$ cat config.mk
export PLATFORM = sky130hd
export DESIGN_NAME = sar_setpoint_alarm
export DESIGN_NICKNAME = d
export VERILOG_FILES = /design/src/sar_pkg.sv /design/src/sar_setpoint_alarm.sv
export SDC_FILE = /design/constraint.sdc
export NUM_CORES = 1
export LEC_CHECK = 0
export ABC_CLOCK_PERIOD_IN_PS = 9200
export BUFFER_PORTS_ARGS = -buffer_cell sky130_fd_sc_hd__clkbuf_2
export CORE_ASPECT_RATIO = 1.1
export CORE_UTILIZATION = 60
export DETAILED_ROUTE_END_ITERATION = 10
export PLACE_DENSITY = 0.83
export RECOVER_POWER = 100
export SYNTH_ARGS = -nofsm -noshare
export SYNTH_HDL_FRONTEND = slang
export SYNTH_SLANG_ARGS = --single-unit
$ cat constraint.sdc
create_clock -name i_clk_sys -period 9.2 [get_ports i_clk_sys]
set_clock_uncertainty 0.15 [all_clocks]
set_input_delay 0.92 -clock i_clk_sys [delete_from_list [all_inputs] [get_ports i_clk_sys]]
set_output_delay 0.92 -clock i_clk_sys [all_outputs]
set_load 0.02 [all_outputs]
$ cat src/sar_pkg.sv
// Shared constants and types for the setpoint alarm block
`default_nettype none
package sar_pkg;
    // Reading and delay widths
    localparam int RD_W = 15;
    localparam int DLY_W = 14;
    // Reading range limits, -1999 and 9999
    localparam logic [14:0] RD_MAX = 15'h270f;
    localparam logic [14:0] RD_MIN = 15'h7831;
    // Delay range, 0 to 9999 seconds
    localparam logic [13:0] DLY_MAX = 14'h270f;
    // Reset values and hysteresis band
    localparam logic [14:0] SP_RST = 15'h0000;
    localparam logic [13:0] DLY_RST = 14'h0000;
    localparam logic [3:0] SENSE_RST = 4'hf;
    localparam logic [3:0] HYS_RST = 4'h0;
    localparam logic [14:0] HYSTERESIS_ENABLE_BAND = 15'h0002;
    // Label and value alternate every half second
    localparam int BLINK_MS = 500;
    localparam int CLK_KHZ = 10000;
    localparam int BLINK_CYC = BLINK_MS * CLK_KHZ;

    // Three zone colors
    typedef enum logic [1:0] {
        COL_GREEN = 2'h0,
        COL_ORANGE = 2'h1,
        COL_RED = 2'h2
    } sar_color_t;

    // Menu steps, one-hot
    typedef enum logic [17:0] {
        ST_IDLE = 18'h00001, ST_SP1 = 18'h00002,
        ST_MAKE = 18'h00004, ST_BRK = 18'h00008,
        ST_HYS1 = 18'h00010, ST_PUMP = 18'h00020,
        ST_SP2 = 18'h00040, ST_HYS2 = 18'h00080,
        ST_SP3 = 18'h00100, ST_HYS3 = 18'h00200,
        ST_SP4 = 18'h00400, ST_HYS4 = 18'h00800,
        ST_TRIP = 18'h01000, ST_CBEL = 18'h02000,
        ST_C1 = 18'h04000, ST_C2 = 18'h08000,
        ST_C3 = 18'h10000, ST_C4 = 18'h20000
    } sar_menu_t;

    // Relay and annunciator drive
    typedef struct packed {
        logic [3:0] relay;
        logic [3:0] led;
    } sar_annun_t;

    // Front-panel display hints
    typedef struct packed {
        sar_menu_t menu;
        logic label_phase;
        logic [3:0] flash_digit;
        logic [3:0] dp;
    } sar_disp_t;
endpackage
`default_nettype wire

$ cat src/sar_setpoint_alarm.sv
// Setpoint alarm, relay delays, menu and bargraph zone color
//
// Behaviour
// - All four setpoints evaluated, relay fitted or not
// - Setpoint at range limit never trips
// - Relay one makes after full make delay
// - Relay one breaks after full break delay
// - Setpoints two, three, four follow comparison directly
// - Independent hysteresis enable per setpoint
// - Pump band: setpoint two upper, one lower
// - Pump low sense: on below one, off at two
// - Pump high sense: on above two, off at one
// - High trips above, low trips below setpoint
// - Trip senses stored as four digits, left first
// - Edited sense digit flashes with decimal point
// - Two-button press enters menu, label alternates
// - Program press steps the fixed menu order
// - After last digit: exit or color menu
// - Whole bar shows one zone color
// - Below lowest setpoint shows below color
// - Zone chosen by setpoint value, not number
// - Equal setpoints: highest number wins
// - Three colors per zone: green, orange, red
// - Left means below, right means above
`default_nettype none
module sar_setpoint_alarm #(
    parameter int BLINK_CYC = sar_pkg::BLINK_CYC
) (
    // Clock and reset
    input wire logic i_clk_sys,
    input wire logic i_rst_b,
    // Measurement, same clock domain
    input wire logic [14:0] i_reading,
    input wire logic i_sec_tick,
    // Front-panel buttons, raw pins
    input wire logic i_btn_prog,
    input wire logic i_btn_up,
    input wire logic i_btn_down,
    // Fitted display option
    input wire logic i_tricolor,
    // Outputs
    output var sar_pkg::sar_annun_t o_annun,
    output var sar_pkg::sar_color_t o_color,
    output var sar_pkg::sar_disp_t o_disp
);
    // Operator settings
    logic [14:0] sp [4];
    logic [13:0] dly_make;
    logic [13:0] dly_brk;
    logic [3:0] hys;
    logic pump;
    logic [3:0] sense; // bit 0 is the leftmost digit
    sar_pkg::sar_color_t col [5]; // 0 below, 1..4 above
    // Menu state
    sar_pkg::sar_menu_t menu, next_menu, adv;
    logic [1:0] digit, next_digit;
    // Button synchronisers and edge detect
    logic [2:0] bsync1, bsync2, bprev;
    logic combo_prev;
    // Alarm state and relay one timing
    logic [3:0] alm, set_w, clr_w;
    logic relay1;
    logic [13:0] cnt;
    logic [22:0] blink_cnt;
    logic phase;

    // Two flops on pins before any logic reads them
    always_ff @(posedge i_clk_sys) begin
        if (!i_rst_b) begin
            bsync1 <= 3'h0;
            bsync2 <= 3'h0;
            bprev <= 3'h0;
            combo_prev <= 1'b0;
        end else begin
            bsync1 <= {i_btn_down, i_btn_up, i_btn_prog};
            bsync2 <= bsync1;
            bprev <= bsync2;
            combo_prev <= bsync2[0] & bsync2[1];
        end
    end

    // Button events; the combo hides single presses
    wire logic combo = bsync2[0] & bsync2[1];
    wire logic combo_edge = combo & ~combo_prev;
    wire logic prog_edge = bsync2[0] & ~bprev[0] & ~bsync2[1];
    wire logic up_edge = bsync2[1] & ~bprev[1] & ~bsync2[0];
    wire logic dn_edge = bsync2[2] & ~bprev[2];

    // Fixed successor in the menu
    function automatic sar_pkg::sar_menu_t succ(
        input sar_pkg::sar_menu_t m);
        case (m)
            sar_pkg::ST_SP1: succ = sar_pkg::ST_MAKE;
            sar_pkg::ST_MAKE: succ = sar_pkg::ST_BRK;
            sar_pkg::ST_BRK: succ = sar_pkg::ST_HYS1;
            sar_pkg::ST_HYS1: succ = sar_pkg::ST_PUMP;
            sar_pkg::ST_PUMP: succ = sar_pkg::ST_SP2;
            sar_pkg::ST_SP2: succ = sar_pkg::ST_HYS2;
            sar_pkg::ST_HYS2: succ = sar_pkg::ST_SP3;
            sar_pkg::ST_SP3: succ = sar_pkg::ST_HYS3;
            sar_pkg::ST_HYS3: succ = sar_pkg::ST_SP4;
            sar_pkg::ST_SP4: succ = sar_pkg::ST_HYS4;
            sar_pkg::ST_HYS4: succ = sar_pkg::ST_TRIP;
            sar_pkg::ST_CBEL: succ = sar_pkg::ST_C1;
            sar_pkg::ST_C1: succ = sar_pkg::ST_C2;
            sar_pkg::ST_C2: succ = sar_pkg::ST_C3;
            sar_pkg::ST_C3: succ = sar_pkg::ST_C4;
            default: succ = sar_pkg::ST_IDLE;
        endcase
    endfunction
    assign adv = succ(menu);

    // Menu stepping
    always_comb begin
        next_menu = menu;
        next_digit = digit;
        case (menu)
            sar_pkg::ST_IDLE: begin
                if (combo_edge) next_menu = sar_pkg::ST_SP1;
            end
            sar_pkg::ST_TRIP: begin
                if (prog_edge && digit == 2'h3) begin
                    next_digit = 2'h0;
                    next_menu = i_tricolor ? sar_pkg::ST_CBEL
                                           : sar_pkg::ST_IDLE;
                end else if (prog_edge) begin
                    next_digit = digit + 2'h1;
                end
            end
            default: begin
                if (prog_edge) next_menu = adv;
            end
        endcase
    end

    always_ff @(posedge i_clk_sys) begin
        if (!i_rst_b) begin
            menu <= sar_pkg::ST_IDLE;
            digit <= 2'h0;
        end else begin
            menu <= next_menu;
            digit <= next_digit;
        end
    end

    // Clamped step; range limits stay reachable
    function automatic logic [15:0] bump(input logic [15:0] v,
        input logic [15:0] lo, input logic [15:0] hi, input logic up);
        if (up) bump = ($signed(v) >= $signed(hi)) ? hi : v + 16'h0001;
        else bump = ($signed(v) <= $signed(lo)) ? lo : v - 16'h0001;
    endfunction

    // Next color in the green, orange, red cycle
    function automatic sar_pkg::sar_color_t ncol(
        input sar_pkg::sar_color_t c);
        case (c)
            sar_pkg::COL_GREEN: ncol = sar_pkg::COL_ORANGE;
            sar_pkg::COL_ORANGE: ncol = sar_pkg::COL_RED;
            default: ncol = sar_pkg::COL_GREEN;
        endcase
    endfunction

    // Which setting is under edit
    wire logic edit = up_edge | dn_edge;
    wire logic [1:0] sp_sel = menu[6] ? 2'h1 : menu[8] ? 2'h2 :
                             menu[10] ? 2'h3 : 2'h0;
    wire logic sp_st = menu[1] | menu[6] | menu[8] | menu[10];
    wire logic hys_st = menu[4] | menu[7] | menu[9] | menu[11];
    wire logic [1:0] hys_sel = menu[7] ? 2'h1 : menu[9] ? 2'h2 :
                              menu[11] ? 2'h3 : 2'h0;
    wire logic [2:0] col_sel = menu[14] ? 3'h1 : menu[15] ? 3'h2 :
        menu[16] ? 3'h3 : menu[17] ? 3'h4 : 3'h0;
    wire logic col_st = |menu[17:13];
    wire logic [15:0] sp_step = bump({sp[sp_sel][14], sp[sp_sel]},
        {sar_pkg::RD_MIN[14], sar_pkg::RD_MIN},
        {1'b0, sar_pkg::RD_MAX}, up_edge);
    wire logic [15:0] mk_step = bump({2'h0, dly_make}, 16'h0000,
        {2'h0, sar_pkg::DLY_MAX}, up_edge);
    wire logic [15:0] bk_step = bump({2'h0, dly_brk}, 16'h0000,
        {2'h0, sar_pkg::DLY_MAX}, up_edge);

    // Settings storage, written only from the menu
    always_ff @(posedge i_clk_sys) begin
        if (!i_rst_b) begin
            for (int k = 0; k < 4; k++) sp[k] <= sar_pkg::SP_RST;
            for (int k = 0; k < 5; k++) col[k] <= sar_pkg::COL_GREEN;
            dly_make <= sar_pkg::DLY_RST;
            dly_brk <= sar_pkg::DLY_RST;
            hys <= sar_pkg::HYS_RST;
            pump <= 1'b0;
            sense <= sar_pkg::SENSE_RST;
        end else if (edit) begin
            if (sp_st) sp[sp_sel] <= sp_step[14:0];
            if (menu[2]) dly_make <= mk_step[13:0];
            if (menu[3]) dly_brk <= bk_step[13:0];
            if (hys_st) hys[hys_sel] <= ~hys[hys_sel];
            if (menu[5]) pump <= ~pump;
            if (menu[12]) sense[digit] <= ~sense[digit];
            if (col_st) col[col_sel] <= ncol(col[col_sel]);
        end
    end

    // Comparisons at 17 bits so a band never wraps
    wire logic signed [16:0] rd = {{2{i_reading[14]}}, i_reading};
    wire logic signed [16:0] hb = {2'h0, sar_pkg::HYSTERESIS_ENABLE_BAND};
    wire logic signed [16:0] s1 = {{2{sp[0][14]}}, sp[0]};
    wire logic signed [16:0] s2 = {{2{sp[1][14]}}, sp[1]};
    wire logic pump_on = pump & (s2 > s1);
    wire logic pump_set = sense[0] ? rd > s2 : rd < s1;
    wire logic pump_clr = sense[0] ? rd <= s1 : rd >= s2;

    // Every setpoint runs, relay or not
    for (genvar g = 0; g < 4; g++) begin : g_alm
        wire logic signed [16:0] s = {{2{sp[g][14]}}, sp[g]};
        wire logic trip = sense[g] ? rd > s : rd < s;
        wire logic hclr = sense[g] ? rd <= s - hb : rd >= s + hb;
        wire logic clr = hys[g] ? hclr : ~trip;
        if (g == 0) begin : g_pump
            assign set_w[g] = pump_on ? pump_set : trip;
            assign clr_w[g] = pump_on ? pump_clr : clr;
        end else begin : g_plain
            assign set_w[g] = trip;
            assign clr_w[g] = clr;
        end
    end

    // Alarm latch; a set beats a clear
    always_ff @(posedge i_clk_sys) begin
        if (!i_rst_b) alm <= 4'h0;
        else alm <= set_w | (alm & ~clr_w);
    end

    // Relay one delay: count only while it disagrees
    wire logic pend = alm[0] != relay1;
    wire logic [13:0] lim = relay1 ? dly_brk : dly_make;
    always_ff @(posedge i_clk_sys) begin
        if (!i_rst_b) begin
            relay1 <= 1'b0;
            cnt <= 14'h0000;
        end else if (!pend) begin
            cnt <= 14'h0000;
        end else if (cnt >= lim) begin
            relay1 <= alm[0];
            cnt <= 14'h0000;
        end else if (i_sec_tick) begin
            cnt <= cnt + 14'h0001;
        end
    end

    // Other relays follow their alarm with no delay
    assign o_annun.relay = {alm[3:1], relay1};
    assign o_annun.led = {alm[3:1], relay1};

    // Zone pick: largest setpoint under the bar, ties to higher
    function automatic sar_pkg::sar_color_t zone(
        input logic signed [16:0] r);
        logic signed [16:0] best;
        logic hit;
        zone = col[0];
        best = 17'h00000;
        hit = 1'b0;
        for (int k = 0; k < 4; k++) begin
            if (r > $signed({{2{sp[k][14]}}, sp[k]}) && (!hit ||
                $signed({{2{sp[k][14]}}, sp[k]}) >= best)) begin
                best = {{2{sp[k][14]}}, sp[k]};
                hit = 1'b1;
                zone = col[k+1];
            end
        end
    endfunction

    // Whole bar takes one color; left reads as below
    always_ff @(posedge i_clk_sys) begin
        if (!i_rst_b) o_color <= sar_pkg::COL_GREEN;
        else o_color <= zone(rd);
    end

    // Label and value alternate while in the menu
    always_ff @(posedge i_clk_sys) begin
        if (!i_rst_b || menu[0]) begin
            blink_cnt <= 23'h000000;
            phase <= 1'b1;
        end else if (blink_cnt >= 23'(BLINK_CYC - 1)) begin
            blink_cnt <= 23'h000000;
            phase <= ~phase;
        end else begin
            blink_cnt <= blink_cnt + 23'h000001;
        end
    end

    wire logic [3:0] dsel = menu[12] ? 4'h1 << digit : 4'h0;
    assign o_disp.menu = menu;
    assign o_disp.label_phase = phase;
    assign o_disp.flash_digit = dsel;
    assign o_disp.dp = dsel;
endmodule
`default_nettype wire

==> flow_metrics.py <==
metrics = {
    "global_route": {
        "track_usage_pct": 38.8,
        "grt_pass1_wl_microns": 94900,
        "grt_pass1_vias": 17152,
        "antenna_found_initial": 1,
        "grt_start_max_net_pins": 49,
        "grt_overflow": 0,
    },
    "logic_synthesis": {
        "synth_nets": 2591,
        "synthDistinctLibCells": 94,
        "ys_ff_latch": 182,
        "yosysWarnings": 0,
        "synthArstFlopShare_pct": 0,
        "syn_area_sq_um": 18500,
        "synth_enable_flop_cells": 70,
        "syn_avg_cell_area_sq_um": 8.07,
        "seq_area_frac_synth_pct": 23.4,
        "netlist_instances": 2298,
        "synthFlopType": "dfxtp_1",
    },
    "placed_design": {
        "port_buffers": 58,
        "gp_congestion": 1.03,
        "place_hpwl_microns": 48200,
    },
    "timing": {
        "worst_slew_pin_slew_ns": 2.49,
        "setup_violations": 0,
        "period_minus_slack_ns": 8.49,
        "finalHoldViolCount": 0,
        "fin_setup_tns_ns": 0,
        "slew_violations": 156,
        "slew_headroom_pct": -66.0,
        "fmax_ghz": 0.118,
        "rsz0062_at_grt": "no",
        "post-route-period-util_pct": 92.2,
    },
    "drt": {
        "wirelength_microns": 61700,
        "drc": 0,
        "drt_iter0_markers": 1446,
        "routedWlPerCell_microns": 22.7,
        "vias": 17881,
        "drtAntennaViolNets": 0,
        "viasPerCell": 6.58,
        "drt_first_pass_iters": 6,
    },
    "finish": {
        "layout_common_cells": "ha_1 (271), nor2_1 (214), nand2_1 (191)",
        "mostFrequentLayoutCell": "ha_1",
        "nets": 2585,
        "diodes": 0,
        "layout-drive-gt1-share_pct": 6.68,
        "area_growth_pct": 5.78,
    },
    "die": {
        "core-area_sq_um": 30400,
        "dieHeight_microns": 186,
        "die-area_sq_um": 31600,
        "initial_core_util_pct": 60.9,
        "io_pins": 59,
        "die_w_microns": 170,
        "row_count": 67,
    },
    "critical_path": {
        "rr_startpoint": "sp[0][14]",
        "cp.required_ns": 9.38,
        "arrival_ns": 8.67,
        "critPathTopFamily": "compound AO/OA/AOI/OAI gates",
        "r2r_setup_slack_ns": 0.71,
        "cp_max_fo": 16,
        "cp-startpoint": "sp[0][14]",
        "end_kind": "register",
        "crit_path_start_kind": "register",
        "worst_path_largest_cell_delay_ns": 0.56,
        "cp_common_cell": "a21oi_1",
        "path_buf_inv": 1,
        "critical_path_class": "reg -> reg",
        "slowest_stage": "a21o_1",
        "r2r-end": "o_color[1]",
        "r2r_cells": 31,
    },
    "clock_network": {
        "cts_sinks": 182,
        "cts-resized-gates": 0,
        "insertion_delay_ns": 0.45,
        "cts_tree": "built",
        "clock_path_buffers": 2,
        "hold_buffers": 0,
        "clk_pin_slew_ns": 0.08,
        "h-tree-depth": 4,
        "postCtsSetupBuffers": 0,
        "root_buffer": "clkbuf_16",
        "cts_buffers": 17,
    },
    "worst_hold_path": {
        "min_path_type": "reg -> reg",
        "hold_start": "bsync1[1]",
        "holdPathEnd": "bsync2[1]",
        "holdPathStages": 1,
    },
    "power_and_ir_drop": {
        "combPwrFrac_pct": 23.7,
        "power.leakage_nw": 7.74,
        "power.share.clock_pct": 34.9,
        "powerDensity_nw_per_um2": 110,
        "fin_total_pwr_mw": 2.15,
        "sequentialPowerShare_pct": 41.3,
        "switching_share_pct": 31.3,
        "p_int_mw": 1.48,
        "vdd_drop_max_v": 0.000113,
        "p_switching_mw": 0.673,
    },
    "outcome": {
        "status": "finished with violations",
        "violations": "max-capacitance violations, max-slew violations",
    },
    "flow_run": {
        "maxCapViolCount": 4,
    },
}
==> layout make-up <==
cell class,instances,area (sq um)
Tap cell,414,518
Fill cell,2666,10800
Timing Repair Buffer,100,533
Sequential cell,182,4340
Multi-Input combinational cell,1872,13200
Inverter,119,447
Clock inverter,8,70.1
Clock buffer,24,546
==> logic make-up (layout without fill, tap and decap cells) <==
logic type | after synthesis | in the layout | share of synthesized area, %
DFF | 182 | 182 | 23.4
muxes | 80 | 80 | 4.69
buffers and inverters | 244 | 251 | 5.46
xor gates and xnor gates | 154 | 154 | 7.27
AOI/OAI and AO/OA | 503 | 503 | 17.8
adders and majority gates | 271 | 271 | 18.3
and+or+nand+nor | 864 | 864 | 23.1
==> worst reg2reg max path, delay by kind of cell, from the launching register on <==
kind / cells / cell delay [ns]
flops: 1 / 0.37
compound gates: 17 / 3.82
fa+ha+maj: 4 / 1.37
buf+inv: 1 / 0.19
simple gates: 7 / 1.65
mux: 2 / 0.82
==> registers in the layout (all words and copies together) (netlist names) <==
register and cells:
sense 4, o_color 2, dly_make 14, blink_cnt 23
digit 2, pump 1, relay1 1, combo_prev 1
phase 1, menu 18, sp 60, bsync1 3
alm 4, dly_brk 14, cnt 14, bsync2 3
bprev 3, col 10, hys 4
==> Yosys cell counts (8+ instances only) <==
master	number	area (sq um)
and3_1	21	131
a221oi_1	8	70.1
or3_1	18	113
a21o_1	45	338
edfxtp_1	70	2100
o31ai_1	13	97.6
buf_4	16	120
a21oi_1	143	716
mux2i_1	37	370
a211oi_1	14	105
clkbuf_1	94	353
xnor2_1	119	1040
o21bai_1	10	75.1
o22ai_1	14	87.6
nand2_1	191	717
nand4b_1	8	70.1
mux2_2	40	450
o21a_1	19	143
nor2_1	215	807
nand3b_1	10	75.1
ha_1	271	3390
o21ai_0	106	531
nor3_1	89	445
xor2_1	35	307
and2_1	20	125
dfxtp_1	112	2240
nor3b_1	10	75.1
inv_1	115	432
nand3_1	111	556
o211ai_1	13	97.6
nor2b_1	27	169
nor4_1	30	188
a31oi_1	18	113
o311ai_0	9	78.8
nand4_1	60	375
or4_1	8	60.1
nand2b_1	17	106
==> routing by layer <==
metal | track usage, % | vias to the layer above | share of wire, %
li1 | - | 8410 | -
met1 | 47.0 | 8454 | 39
met2 | 64.9 | 819 | 47
met3 | 4.37 | 198 | 7.3
met4 | 25.1 | 0 | 6.7
met5 | 0 | - | 0
==> power by group through the flow <==
stage	Sequential (mW)	Combinational [mW]	Clock [mW]
final	0.889	0.510	0.752
after CTS	0.887	0.504	0.757
after global placement	0.905	0.490	0
after floorplan	0.884	0.356	0
after global routing	0.890	0.560	0.785
after detailed placement	0.905	0.501	0
==> through the flow <==
step / hold slack (ns) / area [sq um] / utilization, % / std cells / setup WS (ns)
floorplan: 0.262 / 18500 / - / 2298 / 1.14
global placement: 0.266 / 19100 / 62.8 / 2687 / 0.310
detailed placement: 0.267 / 19100 / 62.8 / 2687 / 0.0808
CTS: 0.283 / 19700 / 64.8 / 2719 / 0.502
global route: 0.306 / 19600 / 64.5 / 2719 / 0.116
finish: 0.282 / 19600 / 64.5 / 2719 / 0.714
==> worst max-delay path by stage <==
stage,to,slack [ns],depth (start not counted)
after floorplan,o_color[0],1.14,34
after global placement,o_color[1],0.31,31
after detailed placement,o_color[1],0.08,31
after CTS,o_color[1],0.50,31
after global routing,o_color[1],0.12,31
final,o_color[1],0.71,31
(Power assumes the default switching activity.)
